[src/shared/pcs_pkg.sv]
// Package with offsets, field positions, reset values and buffer constants of the block.
package pcs_pkg;

  // ----------------------------------------------------------------------------
  // Register byte offsets.
  // ----------------------------------------------------------------------------
  localparam logic [7:0] OFF_CTRL       = 8'h00;
  localparam logic [7:0] OFF_STATUS     = 8'h04;
  localparam logic [7:0] OFF_IRQ_STATUS = 8'h08;
  localparam logic [7:0] OFF_IRQ_CLEAR  = 8'h0c;
  localparam logic [7:0] OFF_IRQ_ENABLE = 8'h10;
  localparam logic [7:0] OFF_BUF_STATUS = 8'h14;

  // ----------------------------------------------------------------------------
  // Field positions and reset values.
  // ----------------------------------------------------------------------------
  localparam int          CTRL_AN_ENABLE = 0;
  localparam int          CTRL_ISOLATE   = 1;
  localparam logic [1:0]  CTRL_RESET     = 2'h0;
  localparam int          ST_LINK_VALID  = 0;
  localparam int          ST_LINK_SYNC   = 1;
  localparam int          ST_CONFIG      = 2;
  localparam int          ST_IDLE        = 3;
  localparam int          ST_INVALID     = 4;
  localparam logic [4:0]  STATUS_RESET   = 5'h00;
  localparam int          EV_LINK_UP     = 0;
  localparam int          EV_LINK_DOWN   = 1;
  localparam int          EV_INVALID     = 2;
  localparam int          EV_OVERFLOW    = 3;
  localparam int          EV_UNDERFLOW   = 4;
  localparam int          EV_COUNT       = 5;
  localparam logic [4:0]  IRQ_RESET      = 5'h00;

  // ----------------------------------------------------------------------------
  // Receive elastic buffer.
  // ----------------------------------------------------------------------------
  localparam int          CODE_W     = 10;
  localparam int          ENTRY_W    = 11;
  localparam int          ADDR_W     = 4;
  localparam int          DEPTH      = 16;
  localparam logic [4:0]  OCC_LOW    = 5'h06;
  localparam logic [4:0]  OCC_MID    = 5'h08;
  localparam logic [4:0]  OCC_HIGH   = 5'h0a;
  localparam logic [4:0]  OCC_FULL   = 5'h10;
  localparam logic [4:0]  PTR_RESET  = 5'h00;

  typedef enum logic [0:0] {
    BUF_FILL = 1'b0,
    BUF_RUN  = 1'b1
  } pcs_buf_state_t;

endpackage

[src/shared/pcs_mem_if.sv]
// Interface joining the status core to its elastic buffer memory.
`timescale 1ns/1ps
interface pcs_mem_if;
  logic                              wrEn;
  logic [pcs_pkg::ADDR_W-1:0]        wrAddr;
  logic [pcs_pkg::ENTRY_W-1:0]       wrData;
  logic [pcs_pkg::ADDR_W-1:0]        rdAddr;
  logic [pcs_pkg::ENTRY_W-1:0]       rdData;

  modport ctrl (output wrEn, output wrAddr, output wrData, output rdAddr, input rdData);
  modport mem  (input wrEn, input wrAddr, input wrData, input rdAddr, output rdData);
endinterface

[src/core/pcs_elastic_mem.sv]
// Small register-output memory holding received code groups and their idle flags.
`timescale 1ns/1ps
module pcs_elastic_mem (
  input wire logic  clk,
  pcs_mem_if.mem    port
);

  logic [pcs_pkg::ENTRY_W-1:0] store [pcs_pkg::DEPTH];
  logic [pcs_pkg::ENTRY_W-1:0] rdData_reg;

  // Memory cells carry no reset; the read side never consumes an unwritten cell.
  always_ff @(posedge clk) begin
    if (port.wrEn) begin
      store[port.wrAddr] <= port.wrData;
    end
    rdData_reg <= store[port.rdAddr];
  end

  assign port.rdData = rdData_reg;

endmodule // pcs_elastic_mem

[src/core/pcs_client_status.sv]
// Client, status and receive elastic buffer logic of the PCS, with an AHB-Lite register slave.
//
// The placing of the registers and the AHB-Lite slave port were left to the implementer.
`timescale 1ns/1ps
module pcs_client_status (
  input  wire logic        clk,
  input  wire logic        rstn,
  input  wire logic        coreReset,
  input  wire logic        signalDetect,
  input  wire logic        syncAchieved,
  input  wire logic        anComplete,
  input  wire logic        receiving_config_sets,
  input  wire logic        receiving_idle_sets,
  input  wire logic        receiving_invalid_sets,
  input  wire logic [9:0]  rxCodeGroup,
  input  wire logic        rxCodeIdle,
  input  wire logic        rxCodeValid,
  output logic      [9:0]  alignedCode,
  output logic             alignedIdle,
  output logic             alignedValid,
  input  wire logic [7:0]  rxEngineData,
  input  wire logic        rxEngineValid,
  input  wire logic        rxEngineError,
  output logic      [7:0]  client_rx_data,
  output logic             client_rx_valid,
  output logic             client_rx_error,
  input  wire logic [7:0]  client_tx_data,
  input  wire logic        client_tx_enable,
  input  wire logic        client_tx_error,
  output logic      [7:0]  txEngineData,
  output logic             txEngineEnable,
  output logic             txEngineError,
  output logic             clientIsolate,
  output logic      [4:0]  statusVector,
  output logic             irq,
  input  wire logic        hsel,
  input  wire logic [31:0] haddr,
  input  wire logic [1:0]  htrans,
  input  wire logic        hwrite,
  input  wire logic [2:0]  hsize,
  input  wire logic [31:0] hwdata,
  input  wire logic        hready,
  output logic      [31:0] hrdata,
  output logic             hreadyout,
  output logic             hresp
);

  // ----------------------------------------------------------------------------
  // Register address decode.
  // ----------------------------------------------------------------------------

  // Maps a byte address to a one-hot register select; unmapped gives zero.
  function automatic logic [5:0] regSelect(input logic [31:0] addr);
    logic [5:0] sel;
    sel = 6'h00;
    if (addr[31:8] == 24'h000000) begin
      unique case (addr[7:0])
        pcs_pkg::OFF_CTRL:       sel = 6'h01;
        pcs_pkg::OFF_STATUS:     sel = 6'h02;
        pcs_pkg::OFF_IRQ_STATUS: sel = 6'h04;
        pcs_pkg::OFF_IRQ_CLEAR:  sel = 6'h08;
        pcs_pkg::OFF_IRQ_ENABLE: sel = 6'h10;
        pcs_pkg::OFF_BUF_STATUS: sel = 6'h20;
        default:                 sel = 6'h00;
      endcase
    end
    return sel;
  endfunction

  logic        coreRst;
  logic        addrPhase;
  logic [5:0]  addrSel;
  logic        wrPend_reg;
  logic [5:0]  wrSel_reg;
  logic [31:0] hrdata_reg;
  logic [31:0] readMux;

  // Either reset clears the core; the active-high one needs no clock edge.
  assign coreRst   = coreReset | ~rstn;
  assign addrPhase = hsel & htrans[1] & hready;
  assign addrSel   = regSelect(haddr);
  assign hreadyout = 1'b1;   // Zero wait states: every register answers at once.
  assign hresp     = 1'b0;
  assign hrdata    = hrdata_reg;

  // ----------------------------------------------------------------------------
  // Control, status and interrupt registers.
  // ----------------------------------------------------------------------------
  logic [1:0]  ctrl_reg;
  logic [4:0]  status_reg;
  logic [4:0]  statusNext;
  logic [4:0]  irqStatus_reg;
  logic [4:0]  irqEnable_reg;
  logic [4:0]  events;
  logic [4:0]  clearMask;
  logic        syncOk;
  logic        mgmtLinkStatus;
  logic        underflowEv;
  logic        overflowEv;
  logic [4:0]  occupancy;
  logic        wrCtrl;
  logic        wrClear;
  logic        wrEnable;

  // Lost light forces the sync indication low whatever the sync machine says.
  assign syncOk         = syncAchieved & signalDetect;
  assign mgmtLinkStatus = syncOk & anComplete;
  assign statusNext[pcs_pkg::ST_LINK_SYNC] = syncOk;
  assign statusNext[pcs_pkg::ST_LINK_VALID] =
      ctrl_reg[pcs_pkg::CTRL_AN_ENABLE] ? mgmtLinkStatus : syncOk;
  assign statusNext[pcs_pkg::ST_CONFIG]  = receiving_config_sets;
  assign statusNext[pcs_pkg::ST_IDLE]    = receiving_idle_sets;
  assign statusNext[pcs_pkg::ST_INVALID] = receiving_invalid_sets;

  // Events are edges of the registered status plus buffer faults.
  assign events[pcs_pkg::EV_LINK_UP] =
      statusNext[pcs_pkg::ST_LINK_VALID] & ~status_reg[pcs_pkg::ST_LINK_VALID];
  assign events[pcs_pkg::EV_LINK_DOWN] =
      ~statusNext[pcs_pkg::ST_LINK_VALID] & status_reg[pcs_pkg::ST_LINK_VALID];
  assign events[pcs_pkg::EV_INVALID] =
      statusNext[pcs_pkg::ST_INVALID] & ~status_reg[pcs_pkg::ST_INVALID];
  assign events[pcs_pkg::EV_OVERFLOW]  = overflowEv;
  assign events[pcs_pkg::EV_UNDERFLOW] = underflowEv;

  // Data-phase write strobes; the clear register is write-only.
  assign wrCtrl    = wrPend_reg & wrSel_reg[0];
  assign wrClear   = wrPend_reg & wrSel_reg[3];
  assign wrEnable  = wrPend_reg & wrSel_reg[4];
  assign clearMask = wrClear ? hwdata[4:0] : 5'h00;
  assign irq       = |(irqStatus_reg & irqEnable_reg);

  // Read data is latched in the address phase so the data phase needs no wait.
  assign readMux = ({32{addrSel[0]}} & {30'h0, ctrl_reg})
                 | ({32{addrSel[1]}} & {27'h0, status_reg})
                 | ({32{addrSel[2]}} & {27'h0, irqStatus_reg})
                 | ({32{addrSel[4]}} & {27'h0, irqEnable_reg})
                 | ({32{addrSel[5]}} & {27'h0, occupancy});

  // Bus slave pipeline registers.
  always_ff @(posedge clk) begin
    if (!rstn) begin
      wrPend_reg <= 1'b0;
      wrSel_reg  <= 6'h00;
      hrdata_reg <= 32'h0;
    end else begin
      wrPend_reg <= addrPhase & hwrite;
      wrSel_reg  <= addrSel;
      hrdata_reg <= (addrPhase & ~hwrite) ? readMux : 32'h0;
    end
  end

  // Software registers and status; a hardware event wins over a same-cycle clear.
  always_ff @(posedge clk or posedge coreReset) begin
    if (coreReset) begin
      ctrl_reg      <= pcs_pkg::CTRL_RESET;
      status_reg    <= pcs_pkg::STATUS_RESET;
      irqStatus_reg <= pcs_pkg::IRQ_RESET;
      irqEnable_reg <= pcs_pkg::IRQ_RESET;
    end else if (!rstn) begin
      ctrl_reg      <= pcs_pkg::CTRL_RESET;
      status_reg    <= pcs_pkg::STATUS_RESET;
      irqStatus_reg <= pcs_pkg::IRQ_RESET;
      irqEnable_reg <= pcs_pkg::IRQ_RESET;
    end else begin
      if (wrCtrl) ctrl_reg <= hwdata[1:0];
      if (wrEnable) irqEnable_reg <= hwdata[4:0];
      status_reg    <= statusNext;
      irqStatus_reg <= (irqStatus_reg & ~clearMask) | events;
    end
  end

  assign statusVector  = status_reg;
  assign clientIsolate = ctrl_reg[pcs_pkg::CTRL_ISOLATE];

  // ----------------------------------------------------------------------------
  // Client byte paths.
  // ----------------------------------------------------------------------------

  // Both directions are retimed once; transmit inputs are sampled on clk.
  always_ff @(posedge clk or posedge coreReset) begin
    if (coreReset) begin
      client_rx_data  <= 8'h00;
      client_rx_valid <= 1'b0;
      client_rx_error <= 1'b0;
      txEngineData    <= 8'h00;
      txEngineEnable  <= 1'b0;
      txEngineError   <= 1'b0;
    end else if (!rstn) begin
      client_rx_data  <= 8'h00;
      client_rx_valid <= 1'b0;
      client_rx_error <= 1'b0;
      txEngineData    <= 8'h00;
      txEngineEnable  <= 1'b0;
      txEngineError   <= 1'b0;
    end else begin
      client_rx_data  <= rxEngineData;
      client_rx_valid <= rxEngineValid;
      client_rx_error <= rxEngineError;
      txEngineData    <= client_tx_data;
      txEngineEnable  <= client_tx_enable;
      txEngineError   <= client_tx_error;
    end
  end

  // ----------------------------------------------------------------------------
  // Receive elastic buffer.
  // ----------------------------------------------------------------------------
  pcs_mem_if memBus ();

  pcs_elastic_mem u_mem (
    .clk  (clk),
    .port (memBus.mem)
  );

  pcs_pkg::pcs_buf_state_t bufState_reg;
  pcs_pkg::pcs_buf_state_t bufStateNext;
  logic [4:0]  wrPtr_reg;
  logic [4:0]  rdPtr_reg;
  logic [4:0]  rdPtrNext;
  logic [4:0]  prevPtr;
  logic [15:0] idleFlag_reg;
  logic        full;
  logic        doWrite;
  logic        running;
  logic        canDelete;
  logic        canInsert;
  logic        emit;
  logic        emit_reg;

  assign occupancy = 5'(wrPtr_reg - rdPtr_reg);
  assign prevPtr   = 5'(rdPtr_reg - 5'h01);
  assign full      = (occupancy == pcs_pkg::OCC_FULL);
  assign doWrite   = rxCodeValid & ~full;
  assign overflowEv = rxCodeValid & full;
  assign running   = (bufState_reg == pcs_pkg::BUF_RUN);

  // Only idles are dropped or repeated, so frame bytes are never touched.
  assign canDelete = running & (occupancy > pcs_pkg::OCC_HIGH)
                   & idleFlag_reg[rdPtr_reg[3:0]];
  assign canInsert = running & (occupancy < pcs_pkg::OCC_LOW)
                   & idleFlag_reg[prevPtr[3:0]];
  assign underflowEv = running & (occupancy == 5'h00) & ~canInsert;
  assign emit = running & ~canDelete & ((occupancy != 5'h00) | canInsert);
  assign rdPtrNext = (running & (occupancy != 5'h00) & ~canInsert)
                   ? 5'(rdPtr_reg + 5'h01) : rdPtr_reg;

  // Memory port wiring; an insertion rereads the idle just sent.
  assign memBus.wrEn   = doWrite;
  assign memBus.wrAddr = wrPtr_reg[3:0];
  assign memBus.wrData = {rxCodeIdle, rxCodeGroup};
  assign memBus.rdAddr = canInsert ? prevPtr[3:0] : rdPtr_reg[3:0];

  // Fill to the centre before reading, and refill after an underflow.
  always_comb begin
    bufStateNext = bufState_reg;
    unique case (bufState_reg)
      pcs_pkg::BUF_FILL: if (occupancy >= pcs_pkg::OCC_MID) bufStateNext = pcs_pkg::BUF_RUN;
      pcs_pkg::BUF_RUN:  if (underflowEv) bufStateNext = pcs_pkg::BUF_FILL;
    endcase
  end

  // Pointers, idle shadow flags and the emit pipeline stage.
  always_ff @(posedge clk or posedge coreReset) begin
    if (coreReset) begin
      bufState_reg <= pcs_pkg::BUF_FILL;
      wrPtr_reg    <= pcs_pkg::PTR_RESET;
      rdPtr_reg    <= pcs_pkg::PTR_RESET;
      idleFlag_reg <= 16'h0000;
      emit_reg     <= 1'b0;
    end else if (!rstn) begin
      bufState_reg <= pcs_pkg::BUF_FILL;
      wrPtr_reg    <= pcs_pkg::PTR_RESET;
      rdPtr_reg    <= pcs_pkg::PTR_RESET;
      idleFlag_reg <= 16'h0000;
      emit_reg     <= 1'b0;
    end else begin
      bufState_reg <= bufStateNext;
      rdPtr_reg    <= rdPtrNext;
      emit_reg     <= emit;
      if (doWrite) begin
        wrPtr_reg <= 5'(wrPtr_reg + 5'h01);
        idleFlag_reg[wrPtr_reg[3:0]] <= rxCodeIdle;
      end
    end
  end

  assign alignedValid = emit_reg;
  assign alignedCode  = memBus.rdData[9:0];
  assign alignedIdle  = memBus.rdData[10];

endmodule // pcs_client_status

[config.mk]
export PLATFORM = sky130hd
export DESIGN_NAME = pcs_client_status
export DESIGN_NICKNAME = d
export VERILOG_FILES = /design/src/shared/pcs_pkg.sv /design/src/shared/pcs_mem_if.sv /design/src/core/pcs_elastic_mem.sv /design/src/core/pcs_client_status.sv
export SDC_FILE = /design/constraint.sdc
export NUM_CORES = 1
export LEC_CHECK = 0
export BUFFER_PORTS_ARGS = -buffer_cell sky130_fd_sc_hd__buf_2
export CORE_AREA = 2 2 184 114
export CTS_CLUSTER_DIAMETER = 150
export CTS_CLUSTER_SIZE = 16
export DETAILED_ROUTE_END_ITERATION = 6
export DIE_AREA = 0 0 186 116
export PLACE_DENSITY = 0.95
export SLEW_MARGIN = 20
export SYNTH_ARGS = -nofsm -noshare
export SYNTH_HDL_FRONTEND = slang
export SYNTH_SLANG_ARGS = --single-unit
[constraint.sdc]
create_clock -name clk -period 7.9 [get_ports clk]
set_input_delay 0.79 -clock clk [delete_from_list [all_inputs] [get_ports clk]]
set_output_delay 0.79 -clock clk [all_outputs]
set_load 0.01 [all_outputs]
==> impl_metrics.yaml, run 1 <==
clocking:
  hold_buffers: 0
  cts_resized: 0
  cts.htree.levels: 1
  numCtsBuffers: 20
  cts_tree: "yes"
  clock_sinks: 261
  post_cts_buffers: 0
  cts-root-buf: "clkbuf_16"
  path_clk_slew_ps: 80
  cts_buffer_depth: 3
  clkLatencyLatePin_ps: 510
sta:
  worst_pin_slew_ps: 953.8
  finalClockSkew_ps: 12.83
  setup_viol: 0
  rsz0062_at_grt: "no"
  fin_crit_sh: 0.6467
  final-hold-violation-count: 0
  finalMaxSlewViolations: 0
  timing.slew.headroom: 0.3603
  worst_slack_ps: 2791
  fin_crit_ps: 5109
  fmax_ghz: 0.1957
  tns_ps: 0
global_routing:
  grt_pass1_wl_microns: 41790
  grt_use_total: 0.2549
  overflow: 0
  grt_pass1_vias: 7833
  antenna_found_initial: 0
  grt_max_degree: 66
synth:
  synthTopCellsByCount: "176 x edfxtp_1, 103 x mux2i_1, 71 x nor2_1"
  ys.flop_type: "edfxtp_1"
  netlist_area_sq_mm: 0.01187
  synth_top_family_by_area: "multiplexers"
  synthCells: 896
  avgSynthCellArea_sq_um: 13.25
  synth.yosys.seq_area_share: 0.6161
  ys_types: 50
  synth_compound_area_frac: 0.06537
  synth_top_area_frac: 0.4453
  synth_edf_count: 176
  yosysWarnings: 0
  synth_area_leaders: "edfxtp_1 45%, dfrtp_1 14%, mux2i_1 8.7%"
  async_flop_share: 0.2490
  ys_ff_latch: 261
  synth.area.mux_share: 0.1486
  synth.most_common_cell: "edfxtp_1"
  yosys.area_share.xor_xnor: 0.01265
  synth_fa_ha_area_frac: 0.01223
  synthSimpleGateAreaFrac: 0.09858
  synth_top_area_cell: "edfxtp_1"
min_path:
  holdPathStages: 2
  hp-class: "input port to flop"
  min_from: "client_tx_data[4]"
worst_setup_path:
  startpoint: "rdPtr_reg[0]"
  cp.depth: 9
  cp-start-kind: "flop"
  critPathTopFamily: "compound AO/OA/AOI/OAI gates"
  r2r.worst_path.cells: 9
  crit_buf_inv: 2
  crit_chain: "inv_1, ha_2, mux4_2, mux4_2, and2_2, buf_4, o31ai_2, o21ai_0, a41o_1"
  r2r-start: "rdPtr_reg[0]"
  critPathKind: "flop to flop"
  end_kind: "flop"
  crit_fanout: 34
  max_stage_delay_ps: 930
  cp.arrival_ps: 5490
  cp_slowest_cell: "dfrtp_1"
  crit_required_ps: 8280
  critical_path.most_common_cell: "mux4_2"
finish:
  design_area_sq_mm: 0.01325
  syn_to_final_growth_pct: 11.64
  drive_gt1_frac: 0.2086
  regArea_sq_mm: 0.007313
  multi_input_area_sq_mm: 0.004153
  largest_reg_flops: 176
  antenna_cells: 0
  fin_nets: 1131
  fill_cells: 1334
placement:
  dp_hpwl_microns: 17250
  io_buffers: 125
  gp_congestion: 0.8887
  dp_slack_ps: 2680
  postPlaceCellArea_sq_mm: 0.01264
job:
  cap_violations: 0
route:
  dr.pass1.iters: 5
  via_per_inst: 6.131
  vias: 7933
  finalWirelength_microns: 27060
  drc: 0
  routedWlPerCell_microns: 20.91
  drt_iter0_markers: 1040
  postRouteAntennaNets: 0
die:
  start_util: 0.6003
  io_pins: 186
  design.core.area_sq_mm: 0.01977
  dieHeight_microns: 116
  die_x_microns: 186
  die_area_sq_mm: 0.02158
  num_rows: 40
pwr:
  p_int_mw: 2.321
  pwr-share-comb: 0.220
  powerDensity_mw_per_mm2: 246.8
  clkPwrFrac: 0.293
  p_seq_frac: 0.487
  p_leak_nw: 5.064
  p_sw_mw: 0.9483
  ir_drop_v: 0.0001912
  switching_share: 0.2901
  power_mw: 3.269
status:
  outcome: "finished clean"
==> stage by stage <==
| stage | hold slack [ps] | utilization | instances |
|---|---|---|---|
| finish | 496.0 | 0.6702 | 1294 |
| global route | 488.0 | 0.6702 | 1294 |
| CTS | 485.2 | 0.6696 | 1294 |
| floorplan | 464.5 | - | 923 |
| global placement | 488.3 | 0.6396 | 1258 |
| detailed placement | 513.6 | 0.6396 | 1258 |
==> layout by cell type, fill, tap and decap left out, types with 14 or more instances in the layout <==
cell type	instances
a21oi_1	27
and2_1	28
buf_2	125
buf_4	18
clkbuf_1	14
clkbuf_16	21
conb_1	29
dfrtp_1	64
dfxtp_1	20
edfxtp_1	176
inv_1	20
mux2i_1	103
mux4_2	32
nand2_1	65
nand3_1	31
nand4_1	17
nor2_1	70
o21ai_0	31
==> logic make-up after synthesis <==
logic type	count (synthesis)
flip-flops	261
AND/OR/NAND/NOR	248
other	2
AO/OA/AOI/OAI	119
buffers and inverters	104
adder cells (fa/ha/maj)	11
XOR/XNOR	15
multiplexers	136
==> area by class of cell <==
cell class,count,area share
Clock buffer,35,0.04363
Clock inverter,1,0.001228
Inverter,23,0.006516
Multi-Input combinational cell,558,0.3134
Sequential cell,261,0.5520
Tap cell,273,0.02578
Timing Repair Buffer,143,0.05742
==> worst paths after layout <==
check	slack (ps)	endpoint
setup / recovery	2790	u_mem.port.rdData[3]
hold / removal	500	txEngineData[4]
setup reg to reg	2790	u_mem.port.rdData[3]
hold reg to reg	530	ctrl_reg[0]
max in group asynchronous	6810	rdPtr_reg[1]
min in group asynchronous	520	client_rx_valid
==> layer usage <==
metal | global-route usage | vias to the layer above | routed length, microns
met5 | 0 | - | 0
met2 | 0.4094 | 498 | 12630
met1 | 0.3512 | 3881 | 10610
met4 | 0.07297 | 0 | 663
li1 | - | 3487 | -
met3 | 0.06380 | 67 | 3152
==> power groups by stage <==
stage               clock, mW  combinational [mW]  sequential [mW]
CTS                     0.972               0.710             1.59
finish                  0.959               0.718             1.59
global placement            0               0.676             1.62
floorplan                   0               0.505             1.62
detailed placement          0               0.702             1.62
global route             1.02               0.776             1.60
(Power assumes the default switching activity.)
==> run 2: changes to the inputs <==
CORE_AREA = 2 2 190 117   (was 2 2 184 114)
DIE_AREA = 0 0 192 119   (was 0 0 186 116)
PLACE_DENSITY = 0.9   (was 0.95)
clock period = 5.3 ns   (was 7.9 ns; I/O delays follow)
==> impl_metrics.yaml, run 2 (synthesis results as in run 1) <==
sta:
  fin_crit_ps: 4167
  timing.slew.headroom: 0.3247
  finalClockSkew_ps: 17.60
  tns_ps: 0
  finalMaxSlewViolations: 0
  rsz0062_at_grt: "no"
  worst_pin_slew_ps: 1013
  setup_viol: 0
  final-hold-violation-count: 0
  fin_crit_sh: 0.7862
  fmax_ghz: 0.2400
die:
  dieHeight_microns: 119
  die_x_microns: 192
  die_area_sq_mm: 0.02285
  num_rows: 42
  design.core.area_sq_mm: 0.02144
  start_util: 0.5535
  io_pins: 186
pwr:
  power_mw: 4.860
  p_sw_mw: 1.417
  p_leak_nw: 5.087
  switching_share: 0.2916
  pwr-share-comb: 0.226
  ir_drop_v: 0.0002568
  p_seq_frac: 0.484
  p_int_mw: 3.443
  clkPwrFrac: 0.290
  powerDensity_mw_per_mm2: 365.7
global_routing:
  grt_max_degree: 55
  grt_pass1_wl_microns: 41540
  antenna_found_initial: 0
  grt_pass1_vias: 7674
  grt_use_total: 0.2374
  overflow: 0
route:
  drc: 3
  drt_iter0_markers: 920
  routedWlPerCell_microns: 20.45
  postRouteAntennaNets: 0
  finalWirelength_microns: 26870
  dr.pass1.iters: 7
  via_per_inst: 5.975
  vias: 7851
clocking:
  clkLatencyLatePin_ps: 510
  numCtsBuffers: 20
  path_clk_slew_ps: 70
  clock_sinks: 261
  cts-root-buf: "clkbuf_16"
  post_cts_buffers: 0
  cts_buffer_depth: 3
  cts.htree.levels: 1
  cts_tree: "yes"
finish:
  antenna_cells: 0
  fin_nets: 1138
  drive_gt1_frac: 0.2101
  fill_cells: 1555
  final_cell_mix: "176 x edfxtp_1, 125 x buf_2, 103 x mux2i_1"
  final_common_cell: "edfxtp_1"
  syn_to_final_growth_pct: 11.99
  largest_reg_flops: 176
worst_setup_path:
  cp.arrival_ps: 4620
  end_kind: "flop"
  crit_fanout: 38
  critPathKind: "flop to flop"
  cp-start-kind: "flop"
  crit_required_ps: 5750
  rrSetupSlack_ps: 1130
placement:
  io_buffers: 125
  gp_congestion: 0.9016
  dp_hpwl_microns: 17870
job:
  cap_violations: 0
status:
  violations: "design-rule violations"
  outcome: "complete, but fails checks"
min_path:
  hp-class: "input port to flop"
==> run 2: power groups by stage <==
stage,combinational [mW],clock [mW],sequential [mW]
6_report,1.10,1.41,2.35
5_1_grt,1.19,1.50,2.36
4_1_cts,1.09,1.42,2.35
3_5_place_dp,1.08,0,2.39
3_3_place_gp,1.04,0,2.39
2_1_floorplan,0.753,0,2.41
==> run 2: final timing paths <==
| check | start | endpoint | depth (start not counted) |
|---|---|---|---|
| max | rdPtr_reg[2] | u_mem.port.rdData[3] | 12 |
| min | client_tx_data[4] | txEngineData[4] | 2 |
| max reg2reg | rdPtr_reg[2] | u_mem.port.rdData[3] | 12 |
| min reg2reg | wrSel_reg[0] | ctrl_reg[1] | 2 |
| max in group asynchronous | coreReset | rdPtr_reg[1] | 4 |
| min in group asynchronous | coreReset | txEngineData[7] | 3 |
==> run 2: metrics by stage <==
step                cell area [sq um]  hold slack, ps  cells  setup WS [ps]    util
CTS                             13290           215.8   1314           1171  0.6199
finish                          13290           228.2   1314           1133  0.6199
global placement                12690           475.9   1277           1327  0.5921
floorplan                       11970           464.5    923           1222       -
global route                    13290           213.5   1314          902.6  0.6199
detailed placement              12690           481.1   1277           1207  0.5921
==> run 2: timing repair <==
action                                 CTS  global route
endpoints found under the hold margin   12             0
hold buffers                             1             0
resized for setup                        0             0
==> run 2: layer usage <==
metal  GRT usage  up-vias  share of wire  wire [microns]
met5           0        -              0               0
met1      0.3482     3847           0.42           11220
met4     0.06441        0          0.026             688
met3     0.04627       62          0.097            2605
li1            -     3507              -               -
met2      0.3664      435           0.46           12360
==> run 2: cell type report <==
class	instances	area, sq um	share of cell area
clock buffers	34	553.0	0.04161
clock inverters	2	32.53	0.002448
inverters	23	86.33	0.006496
multi-input cells	558	4131	0.3109
flip-flops and latches	261	7313	0.5503
well taps	286	357.8	0.02693
repair buffers	150	815.8	0.06138
==> run 2: critical path, stage by stage, from the launching register on <==
cell and delay, ps:
dfrtp_1 590, inv_1 250, ha_1 400, and3b_1 210
or3_1 390, a2111oi_2 520, and2_2 300, buf_4 340
xnor2_2 150, buf_4 410, nand2_1 100, a31oi_1 220
a41o_1 220
==> run 3: changes to the inputs <==
clock period = 3.85 ns   (was 5.3 ns; I/O delays follow)
==> impl_metrics.yaml, run 3 (synthesis results as in run 1) <==
status:
  outcome: "finished clean"
min_path:
  holdPathEnd: "client_rx_data[2]"
  min_from: "rxEngineData[2]"
  hp-class: "input port to flop"
  holdPathStages: 2
die:
  dieHeight_microns: 119
  io_pins: 186
  die_x_microns: 192
  die_area_sq_mm: 0.02285
  start_util: 0.5535
  num_rows: 42
  design.core.area_sq_mm: 0.02144
finish:
  stdcell_count: 1322
  antenna_cells: 0
  final_common_cell: "edfxtp_1"
  drive_gt1_frac: 0.2230
  syn_to_final_growth_pct: 13.26
  final_cell_mix: "176 x edfxtp_1, 125 x buf_2, 103 x mux2i_1"
  largest_reg_flops: 176
  fin_nets: 1146
pwr:
  switching_share: 0.2963
  power_mw: 6.790
  powerDensity_mw_per_mm2: 505.1
  p_seq_frac: 0.479
  pwr-share-comb: 0.236
  p_leak_nw: 5.131
  clkPwrFrac: 0.286
  ir_drop_v: 0.0003333
  p_sw_mw: 2.012
  p_int_mw: 4.778
sta:
  fmax_ghz: 0.2693
  timing.slew.headroom: 0.3928
  setup_viol: 0
  finalMaxSlewViolations: 0
  final-hold-violation-count: 0
  rsz0062_at_grt: "no"
  fin_crit_sh: 0.9643
  worst_pin_slew_ps: 910.8
  fin_crit_ps: 3713
  finalClockSkew_ps: 33.85
  tns_ps: 0
clocking:
  post_cts_buffers: 0
  cts_tree: "yes"
  path_clk_slew_ps: 80
  clock_sinks: 261
  cts_buffer_depth: 3
  cts-root-buf: "clkbuf_16"
  numCtsBuffers: 20
  clkLatencyLatePin_ps: 520
  cts.htree.levels: 1
worst_setup_path:
  r2r-end: "u_mem.port.rdData[4]"
  rrSetupSlack_ps: 140
  end_kind: "flop"
  cp-start-kind: "flop"
  crit_required_ps: 4310
  r2r-start: "rdPtr_reg[1]"
  crit_fanout: 23
  critPathKind: "flop to flop"
  r2r.worst_path.cells: 10
  cp.arrival_ps: 4170
global_routing:
  antenna_found_initial: 0
  grt_pass1_wl_microns: 42040
  grt_use_total: 0.2428
  grt_pass1_vias: 7645
  overflow: 0
  grt_max_degree: 55
route:
  finalWirelength_microns: 27870
  postRouteAntennaNets: 0
  drt_iter0_markers: 1042
  via_per_inst: 6.044
  vias: 7990
  dr.pass1.iters: 6
  routedWlPerCell_microns: 21.08
  drc: 0
placement:
  gp_congestion: 0.8950
  dp_hpwl_microns: 18200
  io_buffers: 125
  dp.cells: 1284
job:
  cap_violations: 0
[run 3: per-layer routing]
metal / GRT usage / share of wire / vias to the layer above
li1: - / - / 3523
met1: 0.3555 / 0.41 / 3964
met2: 0.3752 / 0.47 / 434
met3: 0.04922 / 0.097 / 69
met4: 0.06345 / 0.021 / 0
met5: 0 / 0 / -
[run 3: layout make-up]
type,instances,area [sq um]
clock inverter,2,32.53
inverter,23,90.09
sequential,261,7313
timing repair buffer,157,918.4
multi-input combinational,559,4177
fill,1538,7999
tap,286,357.8
clock buffer,34,553.0
[run 3: worst max-delay path by stage]
stage                             from  cells after the start                   end
final                     rdPtr_reg[1]                     10  u_mem.port.rdData[4]
after global routing      wrPtr_reg[0]                     12  u_mem.port.rdData[4]
after CTS                 rdPtr_reg[0]                      9  u_mem.port.rdData[8]
after detailed placement  rdPtr_reg[0]                      9  u_mem.port.rdData[8]
after global placement    rdPtr_reg[0]                     10  u_mem.port.rdData[7]
after floorplan           rdPtr_reg[1]                     15  u_mem.port.rdData[2]
[run 3: power groups by stage]
stage          clock network (mW)  registers, mW  logic [mW]
6_report                     1.94           3.25        1.60
3_3_place_gp                    0           3.29        1.49
3_5_place_dp                    0           3.30        1.54
2_1_floorplan                   0           3.32        1.04
5_1_grt                      2.08           3.26        1.71
4_1_cts                      1.96           3.25        1.56
[run 3: critical path, cell delays in order, from the launching register on]
cell and delay [ps]:
dfrtp_2 420, inv_1 220, ha_1 290, and3b_1 200
or3_1 410, a2111oi_4 460, and2_4 330, buf_12 240
mux4_2 540, o22ai_1 350, a41o_1 150
[run 3: timing repair]
item | in CTS | in global routing
endpoints found under the hold margin | 30 | 0
hold buffers | 1 | 0
resized for setup | 0 | 3
endpoints found under the setup margin | 0 | 11
[run 3: through the flow]
step	setup WS [ps]	util	cell area (sq um)	hold slack [ps]
global placement	179.7	0.5976	12810	474.0
global route	35.02	0.6269	13440	80.27
CTS	25.69	0.6254	13410	65.52
finish	137.3	0.6269	13440	74.68
floorplan	83.32	-	11990	464.5
detailed placement	44.91	0.5976	12810	490.6
